$ cat config.mk
export PLATFORM = sky130hd
export DESIGN_NAME = rco_ref_clock_out
export DESIGN_NICKNAME = d
export VERILOG_FILES = /design/src/verilog/rco_pkg.sv /design/src/verilog/rco_ref_clock_out.sv /design/src/verilog/rco_src_select.sv
export SDC_FILE = /design/constraint.sdc
export NUM_CORES = 1
export LEC_CHECK = 0
export ABC_CLOCK_PERIOD_IN_PS = 5500
export BUFFER_PORTS_ARGS = -buffer_cell sky130_fd_sc_hd__buf_4
export CAP_MARGIN = 20
export CORE_UTILIZATION = 55
export DETAILED_ROUTE_END_ITERATION = 16
export PLACE_DENSITY = 0.73
export SYNTH_ARGS = -nofsm -noshare
export SYNTH_HDL_FRONTEND = slang
export SYNTH_SLANG_ARGS = --single-unit
$ cat constraint.sdc
create_clock -name sys_clk -period 5.5 [get_ports sys_clk]
set_clock_uncertainty 0.1 [all_clocks]
set_input_delay 0.275 -clock sys_clk [delete_from_list [all_inputs] [get_ports sys_clk]]
set_output_delay 0.275 -clock sys_clk [all_outputs]
set_load 0.03 [all_outputs]
$ cat src/verilog/rco_pkg.sv
// package: constants and types of the reference clock output block
package rco_pkg;
    // =========================================
    // field widths and reset values
    localparam int DIV_W = 3;
    localparam int DUTY_W = 2;
    localparam int SRC_W = 2;
    localparam int CNT_W = 7;
    localparam logic [2:0] DIV_RESET = 3'h0;
    localparam logic [1:0] DUTY_RESET = 2'h2;
    localparam logic [1:0] SRC_RESET = 2'h0;

    // =========================================
    // duty encodings
    localparam logic [1:0] DUTY_0 = 2'h0;
    localparam logic [1:0] DUTY_25 = 2'h1;
    localparam logic [1:0] DUTY_50 = 2'h2;
    localparam logic [1:0] DUTY_75 = 2'h3;

    // =========================================
    // output state machine, gray along idle -> arm -> run
    typedef enum logic [1:0] {
        RCO_IDLE = 2'h0,
        RCO_ARM = 2'h1,
        RCO_RUN = 2'h3
    } rco_state_t;
endpackage : rco_pkg

$ cat src/verilog/rco_ref_clock_out.sv
// reference clock output generator: divider, duty select, enable and sleep hold
`timescale 1ns/1ns
module rco_ref_clock_out #(
    parameter int DIV_W = rco_pkg::DIV_W,
    parameter int CNT_W = rco_pkg::CNT_W
) (
    input wire logic sys_clk,
    input wire logic reset_n,
    input wire logic refout_enable_bit,
    input wire logic [rco_pkg::SRC_W-1:0] refout_source_select,
    input wire logic [DIV_W-1:0] divSelect,
    input wire logic [rco_pkg::DUTY_W-1:0] duty_select,
    input wire logic sleepMode,
    input wire logic cfgWrite,
    output logic refClockOut,
    output logic refRunning,
    output logic [DIV_W-1:0] divSetting,
    output logic [rco_pkg::DUTY_W-1:0] dutySetting
);
    logic [DIV_W-1:0] div_q;
    logic [rco_pkg::DUTY_W-1:0] duty_q;
    logic [rco_pkg::SRC_W-1:0] src_q;
    logic [CNT_W-1:0] cnt_q;
    logic [CNT_W-1:0] cntMask;
    logic out_q;
    logic out_d;
    logic tick;
    logic periodEnd;
    rco_pkg::rco_state_t state_q;

    // =========================================
    // configuration fields; written on cfgWrite, sleep leaves them alone
    always_ff @(posedge sys_clk or negedge reset_n) begin
        if (!reset_n) begin
            div_q <= rco_pkg::DIV_RESET;
            duty_q <= rco_pkg::DUTY_RESET;
            src_q <= rco_pkg::SRC_RESET;
        end else if (cfgWrite && !sleepMode) begin
            div_q <= divSelect;
            duty_q <= duty_select;
            src_q <= refout_source_select;
        end
    end

    rco_src_select #(
        .SRC_W(rco_pkg::SRC_W)
    ) uSrc (
        .sys_clk(sys_clk),
        .reset_n(reset_n),
        .hold(sleepMode),
        .sourceSel(src_q),
        .srcTick(tick)
    );

    function automatic logic [CNT_W-1:0] div_mask(input logic [DIV_W-1:0] n);
        logic [CNT_W:0] one;
        one = {{CNT_W{1'b0}}, 1'b1} << n;
        div_mask = CNT_W'(one - 1'b1);
    endfunction : div_mask

    assign cntMask = div_mask(div_q);
    assign periodEnd = tick && ((cnt_q & cntMask) == cntMask);

    // =========================================
    // period counter; held in sleep, cleared while idle
    always_ff @(posedge sys_clk or negedge reset_n) begin
        if (!reset_n) begin
            cnt_q <= '0;
        end else if (state_q == rco_pkg::RCO_IDLE) begin
            cnt_q <= '0;
        end else if (tick) begin
            cnt_q <= (cnt_q + 1'b1) & cntMask;
        end
    end

    // =========================================
    // enable sequencing; arm waits for the end of a counter period so the first high phase is whole
    always_ff @(posedge sys_clk or negedge reset_n) begin
        if (!reset_n) begin
            state_q <= rco_pkg::RCO_IDLE;
        end else if (sleepMode) begin
            state_q <= state_q;
        end else begin
            case (state_q)
                rco_pkg::RCO_IDLE: begin
                    if (refout_enable_bit) begin
                        state_q <= rco_pkg::RCO_ARM;
                    end
                end
                rco_pkg::RCO_ARM: begin
                    if (!refout_enable_bit) begin
                        state_q <= rco_pkg::RCO_IDLE;
                    end else if (periodEnd) begin
                        state_q <= rco_pkg::RCO_RUN;
                    end
                end
                rco_pkg::RCO_RUN: begin
                    if (!refout_enable_bit) begin
                        state_q <= rco_pkg::RCO_IDLE;
                    end
                end
                default: begin
                    state_q <= rco_pkg::RCO_IDLE;
                end
            endcase
        end
    end

    // =========================================
    // waveform: divided output high while counter is below the duty threshold; undivided output toggles
    always_comb begin
        logic [CNT_W+1:0] thr;
        logic [CNT_W+1:0] full;
        thr = '0;
        full = (CNT_W+2)'(cntMask) + 1'b1;
        case (duty_q)
            rco_pkg::DUTY_0: thr = '0;
            rco_pkg::DUTY_25: thr = full >> 2;
            rco_pkg::DUTY_50: thr = full >> 1;
            rco_pkg::DUTY_75: thr = (full >> 1) + (full >> 2);
            default: thr = '0;
        endcase
        if (div_q == '0) begin
            out_d = !out_q;
        end else begin
            out_d = ((CNT_W+2)'(cnt_q) < thr);
        end
    end

    // updated per source tick; counter value is the next phase
    always_ff @(posedge sys_clk or negedge reset_n) begin
        if (!reset_n) begin
            out_q <= 1'b0;
        end else if (!refout_enable_bit && !sleepMode) begin
            out_q <= 1'b0;
        end else if (sleepMode) begin
            out_q <= out_q;
        end else if (state_q == rco_pkg::RCO_RUN && tick) begin
            out_q <= out_d;
        end else if (state_q != rco_pkg::RCO_RUN) begin
            out_q <= 1'b0;
        end
    end

    assign refClockOut = out_q && (refout_enable_bit || sleepMode);
    assign refRunning = (state_q == rco_pkg::RCO_RUN);
    assign divSetting = div_q;
    assign dutySetting = duty_q;

    // =========================================
    // checks
    // disable forces low, register cleared on the next edge
    a_disable_low: assert property (@(posedge sys_clk) disable iff (!reset_n)
        (!refout_enable_bit && !sleepMode) |-> !refClockOut ##1 !out_q)
        else $error("output not low after disable");
    a_stop_idle: assert property (@(posedge sys_clk) disable iff (!reset_n)
        (refRunning && !refout_enable_bit && !sleepMode) |=> !refRunning)
        else $error("still running after disable");
    a_start_clean: assert property (@(posedge sys_clk) disable iff (!reset_n)
        (state_q != rco_pkg::RCO_RUN) |-> !out_q)
        else $error("output high before run");
    a_sleep_hold: assert property (@(posedge sys_clk) disable iff (!reset_n)
        sleepMode ##1 sleepMode |-> $stable(refClockOut))
        else $error("output moved in sleep");
    a_sleep_cfg: assert property (@(posedge sys_clk) disable iff (!reset_n)
        sleepMode |=> $stable(div_q) && $stable(duty_q) && $stable(state_q))
        else $error("state changed in sleep");
    a_duty_zero: assert property (@(posedge sys_clk) disable iff (!reset_n)
        (duty_q == rco_pkg::DUTY_0 && div_q != '0 && !sleepMode) |=> !out_q || $past(cfgWrite))
        else $error("zero duty drove high");
    a_undiv_toggle: assert property (@(posedge sys_clk) disable iff (!reset_n)
        (refRunning && refout_enable_bit && div_q == '0 && tick && !cfgWrite) |=> out_q != $past(out_q))
        else $error("undivided output did not toggle");
    a_cnt_range: assert property (@(posedge sys_clk) disable iff (!reset_n)
        (refRunning && !cfgWrite) |=> ((cnt_q & ~cntMask) == '0))
        else $error("counter beyond divide range");
    // divide by two period; high for exactly one tick
    a_div2_period: assert property (@(posedge sys_clk) disable iff (!reset_n)
        (refRunning && div_q == 3'h1 && duty_q == rco_pkg::DUTY_50 && src_q == '0 && !cfgWrite
         && !sleepMode && $rose(out_q)) |=> !out_q)
        else $error("divide by two wrong");
    c_run: cover property (@(posedge sys_clk) $rose(refRunning));
    c_live: cover property (@(posedge sys_clk) refRunning && cfgWrite);
    c_sleep: cover property (@(posedge sys_clk) refRunning && sleepMode);
    c_stop: cover property (@(posedge sys_clk) refClockOut ##1 !refout_enable_bit);
endmodule : rco_ref_clock_out

$ cat src/verilog/rco_src_select.sv
// input clock selection: enable pulses derived from the system clock
`timescale 1ns/1ns
module rco_src_select #(
    parameter int SRC_W = 2
) (
    input wire logic sys_clk,
    input wire logic reset_n,
    input wire logic hold,
    input wire logic [SRC_W-1:0] sourceSel,
    output logic srcTick
);
    logic [SRC_W:0] preCnt_q;
    logic [SRC_W:0] preMask;

    // =========================================
    // free prescaler on the system clock; frozen while sleeping
    always_ff @(posedge sys_clk or negedge reset_n) begin
        if (!reset_n) begin
            preCnt_q <= '0;
        end else if (!hold) begin
            preCnt_q <= preCnt_q + 1'b1;
        end
    end

    // source n ticks every 2**n system clocks
    always_comb begin
        preMask = '0;
        for (int i = 0; i < SRC_W + 1; i++) begin
            if (i < int'(sourceSel)) begin
                preMask[i] = 1'b1;
            end
        end
    end

    assign srcTick = !hold && ((preCnt_q & preMask) == preMask);
endmodule : rco_src_select
# --- Word level (Yosys, flattened, before mapping) ---
# Index checks and enable logic that the tools add are counted.
word_totals:
  register_bits: 20
  input_bits: 12
  out_inout_bits: 7
  word_cells: 66
classes:
  addsub: 5
  n_lt_le_gt_ge: 4
  n_eq_ne: 12
  n_shift: 1
  muxes: 16
  bitwise_logic: 4
  n_reduce_logical: 17
ops:
  columns: ["cell", "n"]
  rows:
  - ["$pmux W9 S4", 1]
  - ["$and A7 B7 Y7", 2]
  - ["$mux W7", 2]
  - ["$lt A7 B9 Y1", 1]
  - ["$add A7 B1 Y8 const B", 1]
  - ["$add A7 B6 Y8", 1]
  - ["$mux W1", 8]
  - ["$mux W2", 4]
  - ["$add A7 B1 Y7 const B", 1]
  - ["$eq A7 B7 Y1", 1]
  - ["$shl A1 B3 Y7 const A", 1]
  - ["$sub A7 B1 Y7 const B", 1]
  - ["$eq A2 B2 Y1 const B", 3]
  - ["$logic_and A1 B1 Y1", 6]
  - ["$ne A2 B2 Y1 const B", 3]
  - ["$pmux W2 S3", 1]
  - ["$eq A2 B1 Y1 const B", 2]
  - ["$logic_not A2 Y1", 2]
  - ["$lt A1 B2 Y1 const A", 2]
  - ["$reduce_and A4 Y1", 1]
  - ["$add A3 B1 Y3 const B", 1]
  - ["$and A3 B3 Y3", 1]
  - ["$eq A3 B3 Y1", 1]
  - ["$logic_not A1 Y1", 3]
  - ["other kinds (9)", 9]

# --- Logic depth before layout (Yosys ltp) ---
logic_depth:
  depth_word: 10
  ltp_mapped: 21
  depth_no_buf: 19

# --- By module ---
# Synthesis repeated with hierarchy kept, for this count alone.
unflattened:
  hier_cells: 207
  hier_area_um2: 1820.5
modules_own_cells:
  columns: ["mod", "n_inst", "cells_each", "area_each_um2", "seq_area_each_um2"]
  rows:
  - ["rco_ref_clock_out", 1, 195, 1670.4, 426.7]
  - ["rco_src_select", 1, 12, 150.1, 75.1]

# --- Least setup slack after synthesis ---
# No wires, ideal clock.
synth_path:
  path_type: "register -> register"
  startpoint: "register div_q[0], in the netlist divSetting[0]"
  endpoint: "register out_q"
  setup_ns: 0.067
  t_arrival_ns: 4.221
  required_time_ns: 5.333
  setup_slack_ns: 1.112
  path_stages_with_launch: 19
  n_path_buf: 2
  synth_period_minus_slack_ns: 4.388
  cell_sequence: "dfrtp_1 buf_6 buf_6 nor3_1 inv_1 ha_1 nand4b_1 or3_4 inv_1 ha_1 or4b_4 o21ai_2 a211oi_2 ha_1 a21oi_1 nand2_1 or4_1 o211ai_1 a32o_1"
synth_between:
  elab_chain_len: 10
  word_cells_on_any_way: 11
  classes_between: "add/sub: 3; order compare: 1; shift: 1; mux: 5; reduce/logical: 1"
synth_rtl:
  columns: ["item", "line", "text"]
  rows:
  - ["start: declaration", "rco_ref_clock_out.sv:20", "logic [DIV_W-1:0] div_q;"]
  - ["start signal: assignment", "rco_ref_clock_out.sv:35", "div_q <= rco_pkg::DIV_RESET;"]
  - ["start signal: assignment", "rco_ref_clock_out.sv:39", "div_q <= divSelect;"]
  - ["$shl A1 B3 Y7", "rco_ref_clock_out.sv:57", "one = {{CNT_W{1'b0}}, 1'b1} << n;"]
  - ["$sub A7 B1 Y7", "rco_ref_clock_out.sv:58", "div_mask = CNT_W'(one - 1'b1);"]
  - ["$add A7 B1 Y8", "rco_ref_clock_out.sv:115", "full = (CNT_W+2)'(cntMask) + 1'b1;"]
  - ["$add A7 B6 Y8", "rco_ref_clock_out.sv:120", "rco_pkg::DUTY_75: thr = (full >> 1) + (full >> 2);"]
  - ["$pmux W9 S4", "rco_ref_clock_out.sv:116", "case (duty_q)"]
  - ["$lt A7 B9 Y1", "rco_ref_clock_out.sv:126", "out_d = ((CNT_W+2)'(cnt_q) < thr);"]
  - ["$mux W1 (*)", "rco_ref_clock_out.sv:123", "if (div_q == '0) begin"]
  - ["$mux W1 (*)", "rco_ref_clock_out.sv:138", "end else if (state_q == rco_pkg::RCO_RUN && tick) begin"]
  - ["$mux W1 (*)", "rco_ref_clock_out.sv:136", "end else if (sleepMode) begin"]
  - ["$mux W1 (*)", "rco_ref_clock_out.sv:134", "end else if (!refout_enable_bit && !sleepMode) begin"]
  - ["end signal: assignment", "rco_ref_clock_out.sv:137", "out_q <= out_q;"]
  - ["end signal: assignment", "rco_ref_clock_out.sv:139", "out_q <= out_d;"]
  - ["end: declaration", "rco_ref_clock_out.sv:25", "logic out_q;"]
# Every way passes the cells marked *; elsewhere a longest branch is shown, timed or not. The select of a mux whose other input is x is not followed.
# A chain may end at the register's enable or synchronous reset.

# --- Worst setup path after layout ---
layout_path:
  startpoint: "register div_q[1], in the netlist divSetting[1]"
  endpoint: "register out_q"
# The elaborated chain is that of the path after synthesis.

==> impl_metrics.toml <==
[status]
status = "completed"

[sta]
fmax_ghz = 0.211
post-route-min-period_ps = 4740
finalSetupViolCount = 0
finalMaxSlewViolations = 0
rsz0062_at_grt = "no"
period_share_pct = 86.3
worst-slew-pin-transition_ps = 629
fin_tns_setup_ps = 0
hold_viol = 0
hold_slack_ps = 76.4
slew_headroom_pct = 58.0

[synthesis]
syn-cell-area_um2 = 1890
yosysTopAreaCellShare_pct = 25.1
postSynth.asyncResetShare_pct = 100
yosys_warnings = 0
synth_area_per_cell_um2 = 8.57
synth_seq_cells = 20
ys_top_cells_by_area = "dfrtp_1 (25%), ha_1 (9.9%), a21oi_1 (4.5%)"
synthesis.nets = 249
yosys.area.top_type = "dfrtp_1"
synth_cell_types = 62
synth-seq-area-share_pct = 26.5
synth_edf_count = 0
syn_inst = 221
synth_ff_type = "dfrtp_1"

[clock_network]
cts_root_buf = "clkbuf_4"
cts_made_buffers = 3
clkSinkCount = 20
clk_path_buf_depth = 2
cts_tree = "done"
clock_latency_ps = 310
htreeDepth = 1
clk_pin_slew_ps = 120

[worst_setup_path]
cp.arrival_ps = 4900
reg2reg_from = "divSetting[1]$_DFFE_PN0P_"
required_ps = 5650
crit_path_max_incr_delay_ps = 670
critPathMostFrequentCell = "ha_1"
start_kind = "flip-flop"
crit_type = "reg2reg"
crit_slowest_cell = "dfrtp_1"
rrSetupSlack_ps = 760
path_cells = "clkinv_1, nand2_1, ha_1, nand4b_1, or3_4, inv_1, ha_1, or4b_4, o21ai_2, a211oi_2, ha_1, a21oi_1, nand2_1, or4_1, o211ai_1, a32o_1"
r2r_cells = 16
cp-end-kind = "flip-flop"
path_max_fanout = 18
r2r_end = "out_q$_DFFE_PN0P_"

[job]
maxCapViolations = 0

[power]
vdd_drop_max_v = 0.000201
p_per_area_nw_per_um2 = 271
p_leak_nw = 0.899
total_power_w = 0.000555

[layout]
fin_util_pct = 65.0
layout-drive-gt1-share_pct = 16.4
syn_to_final_growth_pct = 8.33
diodes = 0
fin_nets = 261

[routing]
dr_total_vias = 1678
drt-initial-drc-count = 130
drt-total-wl_um = 4340
ant_nets = 0
avgRoutedWirePerCell_um = 15.7
via_per_inst = 6.08
dr.pass1.iters = 4
drc_errors = 0

[die]
start_util_pct = 60.0
dieArea_um2 = 3680
die_h_um = 60.7
die_w_um = 60.7
core_um2 = 3150
pin_count = 19
fp-row-count = 20

[global_route]
grt_pass1_wl_um = 7390
grt_overflow = 0
antenna_found_initial = 0
grt_max_degree = 21
grt_pass1_vias = 1625
grt.total_usage_pct = 27.1

[place]
port_buffers = 18
globalplace.congestion = 0.901
hpwl_um = 3340

[worst_hold_path]
hp-class = "in2reg"
min_from = "divSelect[1]"
hold_end = "divSetting[1]$_DFFE_PN0P_"
holdPathStages = 3
through the flow:
stage | setup slack (ps) | instances | cell area, um^2
final | 755 | 276 | 2050
after global routing | 451 | 276 | 2050
after CTS | 777 | 276 | 2050
after detailed placement | 793 | 271 | 2000
after global placement | 957 | 271 | 2000
after floorplan | 1110 | 221 | 1890
worst max path at each step:
stage,from,to,slack (ps),cells past startpoint
6_report,divSetting[1]$_DFFE_PN0P_,out_q$_DFFE_PN0P_,760,16
2_1_floorplan,divSetting[0]$_DFFE_PN0P_,out_q$_DFFE_PN0P_,1110,18
4_1_cts,divSetting[1]$_DFFE_PN0P_,out_q$_DFFE_PN0P_,780,16
5_1_grt,divSetting[1]$_DFFE_PN0P_,out_q$_DFFE_PN0P_,450,16
3_3_place_gp,divSetting[0]$_DFFE_PN0P_,out_q$_DFFE_PN0P_,960,16
3_5_place_dp,divSetting[1]$_DFFE_PN0P_,out_q$_DFFE_PN0P_,790,16
Yosys cell counts, types with 3 or more instances:
master / n
a21oi_1: 17
a22oi_1: 4
a31oi_1: 3
buf_4: 3
buf_6: 3
clkbuf_1: 6
dfrtp_1: 19
ha_1: 15
inv_1: 10
mux2_2: 6
mux2i_1: 4
nand2_1: 15
nand2b_1: 5
nand3_1: 6
nand3b_1: 5
nand4_1: 3
nor2_1: 15
nor2b_1: 5
nor3_1: 6
o21ai_0: 11
o22ai_1: 4
xnor2_1: 6
where the power goes:
| group | switching, W | internal (W) |
|---|---|---|
| Sequential | 0.0000423 | 0.000171 |
| Clock | 0.0000481 | 0.0000404 |
| Combinational | 0.000138 | 0.000116 |
critical path, delay by kind of cell (launching register included):
family                   cells  cell delay [ps]
flip-flops                   1              670
buffers and inverters        2              530
AND/OR/NAND/NOR              6             1880
AO/OA/AOI/OAI                5              600
adder cells (fa/ha/maj)      3              910
cell type report:
type	instances	area [um^2]
clock buffer	4	36.3
fill	281	1100
inverter	13	50.0
multi-input combinational	176	1260
sequential	20	502
tap	44	55.1
timing repair buffer	19	145
cells in the final DEF, fill, tap and decap left out, types with 2 or more instances in the layout:
cell type	netlist	layout
o21bai_1	2	2
o22ai_1	4	4
and3_1	2	2
mux2_2	6	6
a31oi_1	3	3
nand4_1	3	3
and3b_1	2	2
a211oi_1	2	2
xnor2_1	6	6
mux2i_1	4	4
a21oi_1	17	17
nand2_1	15	15
buf_4	3	18
clkbuf_4	0	3
o211ai_1	2	2
a21o_1	2	2
inv_1	10	10
nor2_1	15	15
nand3b_1	5	5
a22oi_1	4	4
and2_1	2	2
dfrtp_1	19	19
nor3_1	6	6
o21ai_0	11	11
o21ai_1	2	2
ha_1	15	15
nand3_1	6	6
or4_1	2	2
o21a_1	2	2
nand2b_1	5	5
nor2b_1	5	5
registers in the layout (all words and copies together), names as in the netlist:
signal         cells
cnt_q              7
uSrc.preCnt_q      3
dutySetting        2
state_q            2
src_q              2
divSetting         3
out_q              1
per-layer routing:
metal | global-route usage (%) | vias to the layer above | wire, um
li1 | - | 834 | -
met1 | 34.9 | 783 | 1990
met2 | 46.9 | 52 | 2140
met3 | 2.99 | 9 | 146
met4 | 10.1 | 0 | 61
met5 | 0 | - | 0
cell families after synthesis:
logic type,after synthesis,share of synthesized area [%]
compound gates,64,22.3
xor+xnor,7,3.24
fa+ha+maj,16,11.0
buf+inv,25,6.81
flops,20,26.5
mux,10,5.68
simple gates,79,24.5
what timing repair did:
item	CTS	global route
hold endpoints to repair	20	0
hold buffers	1	0
setup buffers	0	0
gates resized for setup	0	0
Note: power is estimated with default switching activity, not from simulation.
